### src/core/dcio_regs.svh
// Behaviour
// - Command inputs ignored unless control location is controller, both or all.
// - Each of eight input positions takes any function; factory default per position.
// - Every input and output function selectable in inverted form.
// - Offset null input: rise switches nulling on, fall switches off.
// - Run level input: rise starts cycle, fall halts it.
// - Start rise starts; halt rise halts; halt held past delay also vents.
// - Inlet flood input rise vents the inlet.
// - Purge toggle: rise switches purge on, fall switches off.
// - Acknowledge rise clears pending error or aborts adjustment.
// - Adjust request rise: internal adjust in standby, external when measuring.
// - Adjust request fall during external adjust confirms leak closed, signal stable.
// - Adjust internal rise starts internal; adjust external rise starts external.
// - Run toggle rise starts in standby, otherwise halts.
// - Purge open rise opens purge valve; purge close rise closes it.
// - Offset null on rise enables nulling; entering standby clears it.
// - Probe mode level acted on only in standby: rise selects, fall returns.
// - Twelve relay positions take any status; all open while powered off.
// - Constant-open stays open, constant-closed stays closed.
// - Threshold outputs close only while level exceeded and measuring.
// - Status outputs: nulling, ready, idle, acquiring, inlet flooded.
// - Alarm tone driven as PWM on the tone output.
// - Error and warning outputs closed when clear, open on fault or warning.
// - Adjust prompt opens in external adjust when leak to close, else while request pending.
// - Busy during evacuate, acquiring_state_out, adjust; evacuating; probe feedback.
// - Leak test pass and fail outputs close on respective result.
`ifndef DCIO_REGS_SVH
`define DCIO_REGS_SVH
`define DCIO_NUM_IN 8
`define DCIO_NUM_OUT 12
`define DCIO_FSEL_W 4
`define DCIO_OSEL_W 5
`define DCIO_LOC_W 2
`define DCIO_LOC_LOCAL 2'h0
`define DCIO_LOC_CTRL 2'h1
`define DCIO_LOC_BOTH 2'h2
`define DCIO_LOC_ALL 2'h3
`define DCIO_CLK_HZ 50000000
`define DCIO_FLOOD_DELAY_MS 2000
`define DCIO_FLOOD_DELAY_CYC ((`DCIO_CLK_HZ / 1000) * `DCIO_FLOOD_DELAY_MS)
`define DCIO_FLOOD_CNT_W 32
`define DCIO_PWM_W 8
`define DCIO_PWM_MAX 8'hFF
`define DCIO_DEF_IN_MAP {4'h5, 4'h6, 4'h9, 4'h8, 4'h7, 4'hB, 4'h2, 4'h1}
`define DCIO_DEF_OUT_MAP {5'h00, 5'h00, 5'h00, 5'h00, 5'h0C, 5'h13, 5'h07, 5'h12, 5'h05, 5'h04, 5'h03, 5'h02}
`endif

### src/core/dcio_pkg.sv
package dcio_pkg;
  typedef enum logic [3:0] {
    DCIO_IN_NONE,
    DCIO_IN_START,
    DCIO_IN_HALT,
    DCIO_IN_RUN_LEVEL,
    DCIO_IN_FLOOD,
    DCIO_IN_PURGE_TOGGLE,
    DCIO_IN_ACK,
    DCIO_IN_ADJ_REQ,
    DCIO_IN_ADJ_INT,
    DCIO_IN_ADJ_EXT,
    DCIO_IN_RUN_TOGGLE,
    DCIO_IN_OFFSET_NULL,
    DCIO_IN_NULL_ON,
    DCIO_IN_PURGE_OPEN,
    DCIO_IN_PURGE_CLOSE,
    DCIO_IN_PROBE
  } dcio_in_fn_t;

  typedef enum logic [4:0] {
    DCIO_OUT_OPEN,
    DCIO_OUT_CLOSED,
    DCIO_OUT_THR1,
    DCIO_OUT_THR2,
    DCIO_OUT_THR3,
    DCIO_OUT_NULL,
    DCIO_OUT_READY,
    DCIO_OUT_ERROR,
    DCIO_OUT_WARN,
    DCIO_OUT_IDLE,
    DCIO_OUT_ACQ,
    DCIO_OUT_FLOODED,
    DCIO_OUT_ADJ_PROMPT,
    DCIO_OUT_BUSY,
    DCIO_OUT_EVAC,
    DCIO_OUT_PROBE,
    DCIO_OUT_TEST_OK,
    DCIO_OUT_TEST_BAD,
    DCIO_OUT_EMISSION,
    DCIO_OUT_ADJ_DONE
  } dcio_out_fn_t;

  // Device state reported by the instrument core
  typedef struct packed {
    logic standby;
    logic evacuating;
    logic measuring;
    logic adjusting;
    logic ext_adjust;
    logic leak_close_due;
    logic adj_pending;
    logic adj_done;
    logic emission_on;
    logic fault;
    logic warning;
    logic vented;
    logic probe_mode;
    logic test_pass;
    logic test_fail;
    logic [2:0] thr_exceeded;
  } dcio_status_t;

  // One-cycle command pulses towards the instrument core
  typedef struct packed {
    logic start;
    logic halt;
    logic flood;
    logic ack;
    logic adj_int;
    logic adj_ext;
    logic adj_confirm;
    logic purge_on;
    logic purge_off;
    logic null_on;
    logic null_off;
    logic probe_on;
    logic probe_off;
  } dcio_cmd_t;
endpackage : dcio_pkg

### src/core/dcio_top.sv
`include "dcio_regs.svh"

module dcio_top (
  // Clock, reset, enable
  input wire logic ref_clk_in,
  input wire logic rst_in,
  input wire logic clk_en_in,
  // Power and control location
  input wire logic powered_in,
  input wire logic [`DCIO_LOC_W-1:0] ctrl_loc_in,
  // Input pins and configuration
  input wire logic [`DCIO_NUM_IN-1:0] cmd_pin_in,
  input wire logic [`DCIO_NUM_IN*`DCIO_FSEL_W-1:0] in_map_in,
  input wire logic [`DCIO_NUM_IN-1:0] in_inv_in,
  input wire logic use_default_map_in,
  // Output configuration
  input wire logic [`DCIO_NUM_OUT*`DCIO_OSEL_W-1:0] out_map_in,
  input wire logic [`DCIO_NUM_OUT-1:0] out_inv_in,
  // Device state and tone
  input wire dcio_pkg::dcio_status_t status_in,
  input wire logic [`DCIO_PWM_W-1:0] tone_duty_in,
  input wire logic tone_on_in,
  // Commands
  output dcio_pkg::dcio_cmd_t cmd_out,
  output logic null_active_out,
  // Relays and tone
  output logic [`DCIO_NUM_OUT-1:0] relay_close_out,
  output logic tone_pwm_out
);

  ////////////////////////////////////////////////////////////////////////////
  logic [`DCIO_NUM_IN-1:0] sync1;
  logic [`DCIO_NUM_IN-1:0] sync2;
  logic [`DCIO_NUM_IN-1:0] prev;
  logic [`DCIO_NUM_IN-1:0] rise;
  logic [`DCIO_NUM_IN-1:0] fall;
  logic [`DCIO_NUM_IN-1:0] lvl;
  logic [`DCIO_NUM_IN*`DCIO_FSEL_W-1:0] eff_map;
  logic allowed;
  logic halt_any;
  dcio_pkg::dcio_cmd_t [`DCIO_NUM_IN-1:0] pos_cmd;
  logic [`DCIO_NUM_IN-1:0] pos_halt;
  logic halt_at_limit;
  logic standby_d;
  logic [`DCIO_FLOOD_CNT_W-1:0] halt_cnt;
  logic halt_vented;
  logic [`DCIO_PWM_W-1:0] pwm_cnt;
  dcio_pkg::dcio_cmd_t next_cmd_any;
  logic next_null;
  logic [`DCIO_NUM_OUT-1:0] next_relay;

  assign allowed = (ctrl_loc_in == `DCIO_LOC_CTRL) || (ctrl_loc_in == `DCIO_LOC_BOTH)
                   || (ctrl_loc_in == `DCIO_LOC_ALL);
  assign eff_map = use_default_map_in ? `DCIO_DEF_IN_MAP : in_map_in;

  // Two stages; first stage is read only by the second
  always_ff @(posedge ref_clk_in or posedge rst_in) begin
    if (rst_in) begin
      sync1 <= '0;
      sync2 <= '0;
    end else if (clk_en_in) begin
      sync1 <= cmd_pin_in;
      sync2 <= sync1;
    end
  end

  assign lvl = sync2 ^ in_inv_in;

  // Previous value tracks even while forbidden, so no stale edge fires on enable
  always_ff @(posedge ref_clk_in or posedge rst_in) begin
    if (rst_in) begin
      prev <= '0;
    end else if (clk_en_in) begin
      prev <= lvl;
    end
  end

  assign rise = lvl & ~prev & {`DCIO_NUM_IN{allowed}};
  assign fall = ~lvl & prev & {`DCIO_NUM_IN{allowed}};

  ////////////////////////////////////////////////////////////////////////////
  // One decoder per position; one function may sit on several pins
  for (genvar i = 0; i < `DCIO_NUM_IN; i++) begin : g_in
    dcio_pkg::dcio_cmd_t next_cmd;
    logic halt_level;

    always_comb begin
      next_cmd = '0;
      halt_level = 1'b0;
      case (dcio_pkg::dcio_in_fn_t'(eff_map[i*`DCIO_FSEL_W +: `DCIO_FSEL_W]))
        dcio_pkg::DCIO_IN_START: begin
          if (rise[i]) next_cmd.start = 1'b1;
        end
        dcio_pkg::DCIO_IN_HALT: begin
          if (rise[i]) next_cmd.halt = 1'b1;
          if (lvl[i] && allowed) halt_level = 1'b1;
        end
        dcio_pkg::DCIO_IN_RUN_LEVEL: begin
          if (rise[i]) next_cmd.start = 1'b1;
          if (fall[i]) next_cmd.halt = 1'b1;
        end
        dcio_pkg::DCIO_IN_FLOOD: begin
          if (rise[i]) next_cmd.flood = 1'b1;
        end
        dcio_pkg::DCIO_IN_PURGE_TOGGLE: begin
          if (rise[i]) next_cmd.purge_on = 1'b1;
          if (fall[i]) next_cmd.purge_off = 1'b1;
        end
        dcio_pkg::DCIO_IN_ACK: begin
          if (rise[i]) next_cmd.ack = 1'b1;
        end
        dcio_pkg::DCIO_IN_ADJ_REQ: begin
          if (rise[i] && status_in.standby) next_cmd.adj_int = 1'b1;
          if (rise[i] && status_in.measuring) next_cmd.adj_ext = 1'b1;
          if (fall[i] && status_in.ext_adjust) next_cmd.adj_confirm = 1'b1;
        end
        dcio_pkg::DCIO_IN_ADJ_INT: begin
          if (rise[i]) next_cmd.adj_int = 1'b1;
        end
        dcio_pkg::DCIO_IN_ADJ_EXT: begin
          if (rise[i]) next_cmd.adj_ext = 1'b1;
        end
        dcio_pkg::DCIO_IN_RUN_TOGGLE: begin
          if (rise[i] && status_in.standby) next_cmd.start = 1'b1;
          if (rise[i] && !status_in.standby) next_cmd.halt = 1'b1;
        end
        dcio_pkg::DCIO_IN_OFFSET_NULL: begin
          if (rise[i]) next_cmd.null_on = 1'b1;
          if (fall[i]) next_cmd.null_off = 1'b1;
        end
        dcio_pkg::DCIO_IN_NULL_ON: begin
          if (rise[i]) next_cmd.null_on = 1'b1;
        end
        dcio_pkg::DCIO_IN_PURGE_OPEN: begin
          if (rise[i]) next_cmd.purge_on = 1'b1;
        end
        dcio_pkg::DCIO_IN_PURGE_CLOSE: begin
          if (rise[i]) next_cmd.purge_off = 1'b1;
        end
        dcio_pkg::DCIO_IN_PROBE: begin
          if (rise[i] && status_in.standby) next_cmd.probe_on = 1'b1;
          if (fall[i] && status_in.standby) next_cmd.probe_off = 1'b1;
        end
        default: begin
        end
      endcase
    end

    assign pos_cmd[i] = next_cmd;
    assign pos_halt[i] = halt_level;
  end

  // Same command from several positions in one cycle merges into one pulse
  always_comb begin
    next_cmd_any = '0;
    halt_any = 1'b0;
    for (int k = 0; k < `DCIO_NUM_IN; k++) begin
      next_cmd_any = next_cmd_any | pos_cmd[k];
      halt_any = halt_any | pos_halt[k];
    end
    if (halt_at_limit && !halt_vented) begin
      next_cmd_any.flood = 1'b1;
    end
  end

  ////////////////////////////////////////////////////////////////////////////
  // Counter saturates, so a very long hold cannot wrap and inlet_flood_input twice
  assign halt_at_limit = (halt_cnt == `DCIO_FLOOD_CNT_W'(`DCIO_FLOOD_DELAY_CYC));

  always_ff @(posedge ref_clk_in or posedge rst_in) begin
    if (rst_in) begin
      halt_cnt <= '0;
    end else if (clk_en_in) begin
      if (!halt_any) begin
        halt_cnt <= '0;
      end else if (!halt_at_limit) begin
        halt_cnt <= halt_cnt + `DCIO_FLOOD_CNT_W'(1);
      end
    end
  end

  // One inlet_flood_input per hold; release or a forbidden location rearms it
  always_ff @(posedge ref_clk_in or posedge rst_in) begin
    if (rst_in) begin
      halt_vented <= 1'b0;
    end else if (clk_en_in) begin
      if (!halt_any) begin
        halt_vented <= 1'b0;
      end else if (halt_at_limit) begin
        halt_vented <= 1'b1;
      end
    end
  end

  always_ff @(posedge ref_clk_in or posedge rst_in) begin
    if (rst_in) begin
      cmd_out <= '0;
    end else if (clk_en_in) begin
      cmd_out <= next_cmd_any;
    end
  end

  ////////////////////////////////////////////////////////////////////////////
  // Nulling flag; standby entry wins over a same-cycle on
  always_comb begin
    next_null = null_active_out;
    if (next_cmd_any.null_on) next_null = 1'b1;
    if (next_cmd_any.null_off) next_null = 1'b0;
    if (status_in.standby && !standby_d) next_null = 1'b0;
  end

  always_ff @(posedge ref_clk_in or posedge rst_in) begin
    if (rst_in) begin
      null_active_out <= 1'b0;
    end else if (clk_en_in) begin
      null_active_out <= next_null;
    end
  end

  // Standby seen at reset counts as an entry; nulling is off then anyway
  always_ff @(posedge ref_clk_in or posedge rst_in) begin
    if (rst_in) begin
      standby_d <= 1'b0;
    end else if (clk_en_in) begin
      standby_d <= status_in.standby;
    end
  end

  ////////////////////////////////////////////////////////////////////////////
  // One decoder per relay; codes past the last function read open
  for (genvar j = 0; j < `DCIO_NUM_OUT; j++) begin : g_out
    logic f;

    always_comb begin
      f = 1'b0;
      case (dcio_pkg::dcio_out_fn_t'(out_map_in[j*`DCIO_OSEL_W +: `DCIO_OSEL_W]))
        dcio_pkg::DCIO_OUT_OPEN: f = 1'b0;
        dcio_pkg::DCIO_OUT_CLOSED: f = 1'b1;
        dcio_pkg::DCIO_OUT_THR1: f = status_in.thr_exceeded[0] && status_in.measuring;
        dcio_pkg::DCIO_OUT_THR2: f = status_in.thr_exceeded[1] && status_in.measuring;
        dcio_pkg::DCIO_OUT_THR3: f = status_in.thr_exceeded[2] && status_in.measuring;
        dcio_pkg::DCIO_OUT_NULL: f = null_active_out;
        dcio_pkg::DCIO_OUT_READY: f = status_in.emission_on && !status_in.fault;
        dcio_pkg::DCIO_OUT_ERROR: f = !status_in.fault;
        dcio_pkg::DCIO_OUT_WARN: f = !status_in.warning;
        dcio_pkg::DCIO_OUT_IDLE: f = status_in.standby;
        dcio_pkg::DCIO_OUT_ACQ: f = status_in.measuring;
        dcio_pkg::DCIO_OUT_FLOODED: f = status_in.vented;
        dcio_pkg::DCIO_OUT_ADJ_PROMPT: begin
          f = status_in.ext_adjust ? !status_in.leak_close_due : !status_in.adj_pending;
        end
        dcio_pkg::DCIO_OUT_BUSY: begin
          f = status_in.evacuating || status_in.measuring || status_in.adjusting;
        end
        dcio_pkg::DCIO_OUT_EVAC: f = status_in.evacuating;
        dcio_pkg::DCIO_OUT_PROBE: f = status_in.probe_mode;
        dcio_pkg::DCIO_OUT_TEST_OK: f = status_in.test_pass;
        dcio_pkg::DCIO_OUT_TEST_BAD: f = status_in.test_fail;
        dcio_pkg::DCIO_OUT_EMISSION: f = status_in.emission_on;
        dcio_pkg::DCIO_OUT_ADJ_DONE: f = status_in.adj_done;
        default: f = 1'b0;
      endcase
    end

    // Unpowered relays drop open whatever their function or polarity
    assign next_relay[j] = powered_in && (f ^ out_inv_in[j]);
  end

  always_ff @(posedge ref_clk_in or posedge rst_in) begin
    if (rst_in) begin
      relay_close_out <= '0;
    end else if (clk_en_in) begin
      relay_close_out <= next_relay;
    end
  end

  ////////////////////////////////////////////////////////////////////////////
  // Free-running ramp; duty of zero gives silence
  always_ff @(posedge ref_clk_in or posedge rst_in) begin
    if (rst_in) begin
      pwm_cnt <= '0;
    end else if (clk_en_in) begin
      pwm_cnt <= (pwm_cnt == `DCIO_PWM_MAX) ? '0 : pwm_cnt + `DCIO_PWM_W'(1);
    end
  end

  // Duty is compared every count, so a change lands mid-period
  always_ff @(posedge ref_clk_in or posedge rst_in) begin
    if (rst_in) begin
      tone_pwm_out <= 1'b0;
    end else if (clk_en_in) begin
      tone_pwm_out <= tone_on_in && (pwm_cnt < tone_duty_in);
    end
  end

endmodule // dcio_top

### config.mk
export PLATFORM = sky130hd
export DESIGN_NAME = dcio_top
export DESIGN_NICKNAME = d
export VERILOG_FILES = /design/src/core/dcio_pkg.sv /design/src/core/dcio_top.sv
export VERILOG_INCLUDE_DIRS = /design/src /design/src/core
export SDC_FILE = /design/constraint.sdc
export NUM_CORES = 1
export LEC_CHECK = 0
export BUFFER_PORTS_ARGS = -buffer_cell sky130_fd_sc_hd__buf_2
export CORE_MARGIN = 10
export CORE_UTILIZATION = 45
export CTS_CLUSTER_SIZE = 14
export DETAILED_ROUTE_END_ITERATION = 10
export GPL_TIMING_DRIVEN = 1
export HOLD_SLACK_MARGIN = 0.12
export PLACE_DENSITY = 0.68
export SLEW_MARGIN = 10
export SYNTH_ARGS = -nofsm -noshare
export SYNTH_HDL_FRONTEND = slang
export SYNTH_SLANG_ARGS = --single-unit
export TNS_END_PERCENT = 10
### constraint.sdc
create_clock -name ref_clk_in -period 4.5 [get_ports ref_clk_in]
set_input_delay 0.45 -clock ref_clk_in [delete_from_list [all_inputs] [get_ports ref_clk_in]]
set_output_delay 0.45 -clock ref_clk_in [all_outputs]
set_load 0.02 [all_outputs]
# Word level (Yosys, flattened, before mapping)
# Cells that the tools add are included.
[totals]
register_bits = 93
in_bits = 154
out_inout_bits = 27
elab_cells = 711
[classes]
addsub = 2
order_cmp = 1
n_eq_ne = 355
n_mux = 191
bitwise_logic = 33
n_reduce_logical = 106
[ops]
columns = ["cell", "count"]
rows = [
  ["5-bit by 4-bit == test with 1-bit output (second input constant)", 96],
  ["4-bit == test (second input constant)", 64],
  ["5-bit by 3-bit == test with 1-bit output (second input constant)", 48],
  ["5-bit == test (second input constant)", 48],
  ["1-bit one-hot mux with 19 select lines", 12],
  ["4-bit by 3-bit == test with 1-bit output (second input constant)", 32],
  ["1-bit 2-to-1 mux", 127],
  ["5-bit by 2-bit == test with 1-bit output (second input constant)", 24],
  ["32-bit 2-to-1 mux", 3],
  ["13-bit OR", 7],
  ["1-bit logical AND", 67],
  ["4-bit by 2-bit == test with 1-bit output (second input constant)", 16],
  ["1-bit one-hot mux with 2 select lines", 32],
  ["5-bit by 1-bit == test with 1-bit output (second input constant)", 12],
  ["2-bit OR reduction", 24],
  ["32-bit by 1-bit adder with 32-bit output (second input constant)", 1],
  ["8-bit bitwise AND", 4],
  ["32-bit by 27-bit == test with 1-bit output (second input constant)", 1],
  ["4-bit by 1-bit == test with 1-bit output (second input constant)", 8],
  ["1-bit one-hot mux with 3 select lines", 8],
  ["2-bit 2-to-1 mux", 8],
  ["8-bit inverter", 2],
  ["1-bit XOR", 12],
  ["8-bit by 1-bit adder with 8-bit output (second input constant)", 1],
  ["other kinds (13)", 31],
]

# Depth between registers and ports, before layout
[depth]
word_depth = 17
depth_mapped = 9
ltp_nobuf = 7

# Worst setup path after synthesis
# No wires, ideal clock.
[synth_timing]
path_type = "input port to flip-flop"
startpoint = "input port status_in[15] (netlist name)"
endpoint = "register relay_close_out[8]"
setup_time_ns = 0.121
t_arrival_ns = 2.138
required_time_ns = 4.379
setup_slack_ns = 2.241
cell_stages = 7
path_buffers = 1
path_cell_list = "or3_4 -> buf_6 -> mux4_2 -> mux2_4 -> a211oi_2 -> xnor2_1 -> a22o_1"
[synth_via]
elab_chain_len = 5
word_cells_on_any_way = 8
cone_classes = "1 x mux; 1 x bitwise; 6 x reduce/logical"
[synth_lines]
columns = ["item", "line_no", "rtl"]
rows = [
  ["start: declaration", "dcio_top.sv:20", "input wire dcio_pkg::dcio_status_t status_in,"],
  ["1-bit logical OR (2 in a row)", "dcio_top.sv:253", "f = status_in.evacuating || status_in.measuring || status_in.adjusting;"],
  ["1-bit one-hot mux with 19 select lines (*)", "dcio_top.sv:236", "case (dcio_pkg::dcio_out_fn_t'(out_map_in[j*`DCIO_OSEL_W +: `DCIO_OSEL_W]))"],
  ["1-bit XOR (*)", "dcio_top.sv:266", "assign next_relay[j] = powered_in && (f ^ out_inv_in[j]);"],
  ["1-bit logical AND (*)", "dcio_top.sv:266", ""],
  ["end signal: assignment", "dcio_top.sv:273", "relay_close_out <= next_relay;"],
  ["end: declaration", "dcio_top.sv:27", "output logic [`DCIO_NUM_OUT-1:0] relay_close_out,"],
]
# Every way passes the cells marked *; elsewhere a longest branch is shown, timed or not.
# A chain may end at the register's enable or synchronous reset.

# Worst setup path in the final report
[layout_timing]
startpoint = "input port use_default_map_in"
endpoint = "register halt_cnt[28]"
[layout_via]
elab_chain_len = 12
word_cells_on_any_way = 27
cone_classes = "9 x eq/ne; 10 x mux; 7 x bitwise; 1 x reduce/logical"
[layout_lines]
columns = ["item", "line_no", "rtl"]
rows = [
  ["start: declaration", "dcio_top.sv:15", "input wire logic use_default_map_in,"],
  ["32-bit 2-to-1 mux (*)", "dcio_top.sv:54", "assign eff_map = use_default_map_in ? `DCIO_DEF_IN_MAP : in_map_in;"],
  ["4-bit by 2-bit == test with 1-bit output", "dcio_top.sv:90", "case (dcio_pkg::dcio_in_fn_t'(eff_map[i*`DCIO_FSEL_W +: `DCIO_FSEL_W]))"],
  ["1-bit 2-to-1 mux", "dcio_top.sv:90", ""],
  ["1-bit OR (6 in a row)", "dcio_top.sv:159", "halt_any = halt_any | pos_halt[k];"],
  ["1-bit OR (*)", "dcio_top.sv:159", ""],
  ["2-bit != test (no line)", "-", ""],
  ["2-bit AND reduction (no line)", "-", ""],
  ["end signal: assignment", "dcio_top.sv:177", "halt_cnt <= halt_cnt + `DCIO_FLOOD_CNT_W'(1);"],
  ["end: declaration", "dcio_top.sv:45", "logic [`DCIO_FLOOD_CNT_W-1:0] halt_cnt;"],
]
# Marked as above.

==> key figures <==
Outcome
  • Outcome: complete, no violations

Placement
  • RD Place Congestion: 0.9722
  • Post-DP HPWL: 23140 um
  • IO buf count: 180
  • Placed cell area: 0.009732 sq mm

Logic synthesis
  • Synth Flop Type: dfrtp_1
  • Ys async rst share: 1.000
  • Synth area leader: dfrtp_1
  • Post-synthesis register bit count: 93
  • Synth top area cells: dfrtp_1, mux4_2, nor2_1, mux2_2, xnor2_1
  • Synthesized area: 0.008785 sq mm
  • Seq/Total Area, Yosys: 0.2649
  • Yosys top cell area share: 0.2649
  • Post-Syn Area per Cell: 8.303 sq um
  • Gate count of the mapped netlist: 1058
  • Yosys warns: 0
  • Distinct cell type count after synthesis: 72
  • Syn nets: 1222
  • Number of enable flip-flop cells after synthesis: 0

Pwr
  • Net Switching: 0.001007 W
  • Clock power frac: 0.287
  • Power Total: 0.002695 W
  • Sequential Power Share: 0.385
  • Internal power: 0.001688 W
  • Combinational power share: 0.328
  • Sw frac: 0.3736
  • Power Density: 268.5 mW/mm^2
  • Peak supply drop: 0.0001761 V
  • Lkg Pwr: 4.159 nW

Drt
  • Via count: 9069
  • Residual DRC count: 0
  • Post-Route WL: 30500 um
  • First-pass DRT Iterations: 6
  • Initial drt markers: 1060
  • ANT nets after route: 0
  • Post-DR wirelength/cell: 21.12 um
  • Vias per inst: 6.280

Global routing
  • Antenna violations before repair: 3
  • GR Overflow Total: 0
  • First-pass GRT wire length: 48670 um
  • GRT Util Overall: 0.2318
  • Largest net degree at the start of global routing: 54
  • Number of global-route vias before repair: 8943

Critical path
  • Crit-path max FO: 32
  • Reg2reg path depth: 6
  • FF-to-FF End: cmd_out[0]
  • CP Class: input port to flop
  • CP required: 4.73 ns
  • Reg2reg start: sync2[4]
  • Setup crit end kind: flop
  • Crit-path slowest cell: buf_2
  • Beginning of the critical path: use_default_map_in
  • CP arrival: 2.76 ns
  • CP max stage delay: 0.43 ns
  • Crit-path leading delay family: buffers and inverters
  • Crit path depth: 9
  • Cells along the critical path: buf_2, buf_4, or2_2, nor4_1, a21o_1, o41ai_1, and2_1, buf_4, nor2_1
  • CP startpoint kind: input port
  • Bufs and invs on worst path: 3
  • R2R Setup Slk: 1.98 ns
  • CP endpoint: halt_cnt[28]
  • Most used cell, CP: buf_4

Layout
  • Share of cells above drive strength 1: 0.2306
  • Fill count: 1861
  • Design Area, Final: 0.01004 sq mm
  • Reg area: 0.002327 sq mm
  • Syn-to-layout area delta: 14.26%
  • Area of the multi-input gates: 0.005914 sq mm
  • Final net count: 1334

CTS
  • PostCTS Resize Cnt: 0
  • Hold_buf cts: 0
  • TritonCTS Buffers: 9
  • Clock Tree Root: clkbuf_16
  • H-tree depth: 3
  • Clock Sinks: 93
  • Setup bufs post-CTS: 0
  • Clock-pin slew on the worst setup and hold paths: 0.08 ns
  • Deepest clock path buffer count: 2
  • Worst-Skew Late Latency: 0.36 ns
  • TritonCTS clock tree: built

Timing
  • Final setup fails: 0
  • Fmax: 0.3960 GHz
  • Tcrit/Tclk final: 0.5612
  • Post-route setup TNS: 0 ns
  • Final min period: 2.526 ns
  • Final Slew Violations: 0
  • Actual slew at the worst max-slew pin: 1.012 ns
  • RSZ-0062 raised after global routing: no
  • Skew final: 0.01621 ns
  • Worst slew margin: 0.3079
  • Fin. Hold Viols: 0

Floorplan
  • Die height: 159.7 um
  • Core area: 0.01933 sq mm
  • Starting Density: 0.4543
  • Floorplan die width: 159.7 um
  • Die area: 0.02551 sq mm
  • Placement Rows: 51
  • I/O pin count: 181

Worst hold path
  • Hold Path Class: input port to async pin

Run
  • Max_cap viols: 0
cell usage after synthesis, types with 10 or more instances:
library cell	n
xnor2_1	38
clkbuf_1	73
and3_1	10
nor3_1	39
and4b_1	10
a22o_1	11
nor2_1	117
nand2b_1	21
mux4_2	22
nor2b_1	30
o211ai_1	25
mux2_2	30
inv_1	53
a31oi_1	13
a2111oi_0	16
a21oi_1	33
nor4_1	29
nand3_1	46
o21ai_0	26
nand2_1	67
nand4_1	21
xor2_1	20
dfrtp_1	93
ha_1	10
layout make-up:
class / instances / share of cell area
Clock buffer: 9 / 0.02244
Inverter: 54 / 0.02044
Tap cell: 265 / 0.03303
Timing Repair Buffer: 187 / 0.09499
Antenna cell: 4 / 0.0009973
Sequential cell: 93 / 0.2319
Multi-Input combinational cell: 825 / 0.5893
Clock inverter: 7 / 0.006981
sequential cells by signal, indices dropped and copies added (netlist names):
signal,count
relay_close_out,12
null_active_out,1
halt_cnt,32
standby_d,1
tone_pwm_out,1
pwm_cnt,8
sync1,8
halt_vented,1
sync2,8
prev,8
cmd_out,13
per-layer routing:
layer | up-vias | wire, um | GRT usage
met5 | - | 7 | 0
met4 | 2 | 1096 | 0.1083
met1 | 4291 | 12690 | 0.2948
met2 | 485 | 13970 | 0.3628
met3 | 84 | 2739 | 0.05707
li1 | 4207 | - | -
cells by family after synthesis:
group | count (synthesis) | synth area share
xor gates and xnor gates | 58 | 0.05783
AOI/OAI and AO/OA | 215 | 0.1778
muxes | 69 | 0.1315
DFF | 93 | 0.2649
buffers and inverters | 140 | 0.06181
adders and majority gates | 10 | 0.01424
and+or+nand+nor | 473 | 0.2920
power groups by stage:
stage | clock network (W) | registers, W | logic (W)
floorplan | 0 | 0.00106 | 0.000553
global placement | 0 | 0.00105 | 0.000868
detailed placement | 0 | 0.00105 | 0.000875
CTS | 0.000794 | 0.00104 | 0.000879
global route | 0.000824 | 0.00105 | 0.000972
finish | 0.000773 | 0.00104 | 0.000883
through the flow:
step	hold slack (ns)	utilization	setup slack [ns]	std cells
6_report	0.1942	0.5191	1.974	1444
5_1_grt	0.2602	0.5187	1.739	1441
4_1_cts	0.2186	0.5186	1.986	1440
3_5_place_dp	0.4720	0.5033	1.625	1424
3_3_place_gp	0.4678	0.5033	1.652	1424
2_1_floorplan	0.4666	-	1.630	1058
worst min-delay path by stage:
stage	start	to	slack, ns	cells after the start
5_1_grt	rst_in	halt_cnt[14]	0.26	2
3_3_place_gp	cmd_out[1]	cmd_out[1]	0.47	1
6_report	rst_in	halt_cnt[12]	0.19	2
3_5_place_dp	relay_close_out[0]	relay_close_out[0]	0.47	1
4_1_cts	rst_in	halt_cnt[14]	0.22	2
2_1_floorplan	halt_vented	halt_vented	0.47	2
cells in the final DEF, fill, tap and decap left out, types with 10 or more instances in the layout:
master     count
xor2_1        20
nand2b_1      21
o21ai_0       26
mux4_2        22
nor3_1        39
a2111oi_0     16
nand2_1       67
a21oi_1       33
and4b_1       10
buf_2        180
xnor2_1       38
a22o_1        11
dfrtp_1       93
mux2_2        30
inv_1         52
a31oi_1       13
and3_1        10
nand3_1       46
ha_1          10
nor2_1       117
nand4_1       21
nor2b_1       30
o211ai_1      25
nor4_1        29
Note: power is estimated with default switching activity, not from simulation.
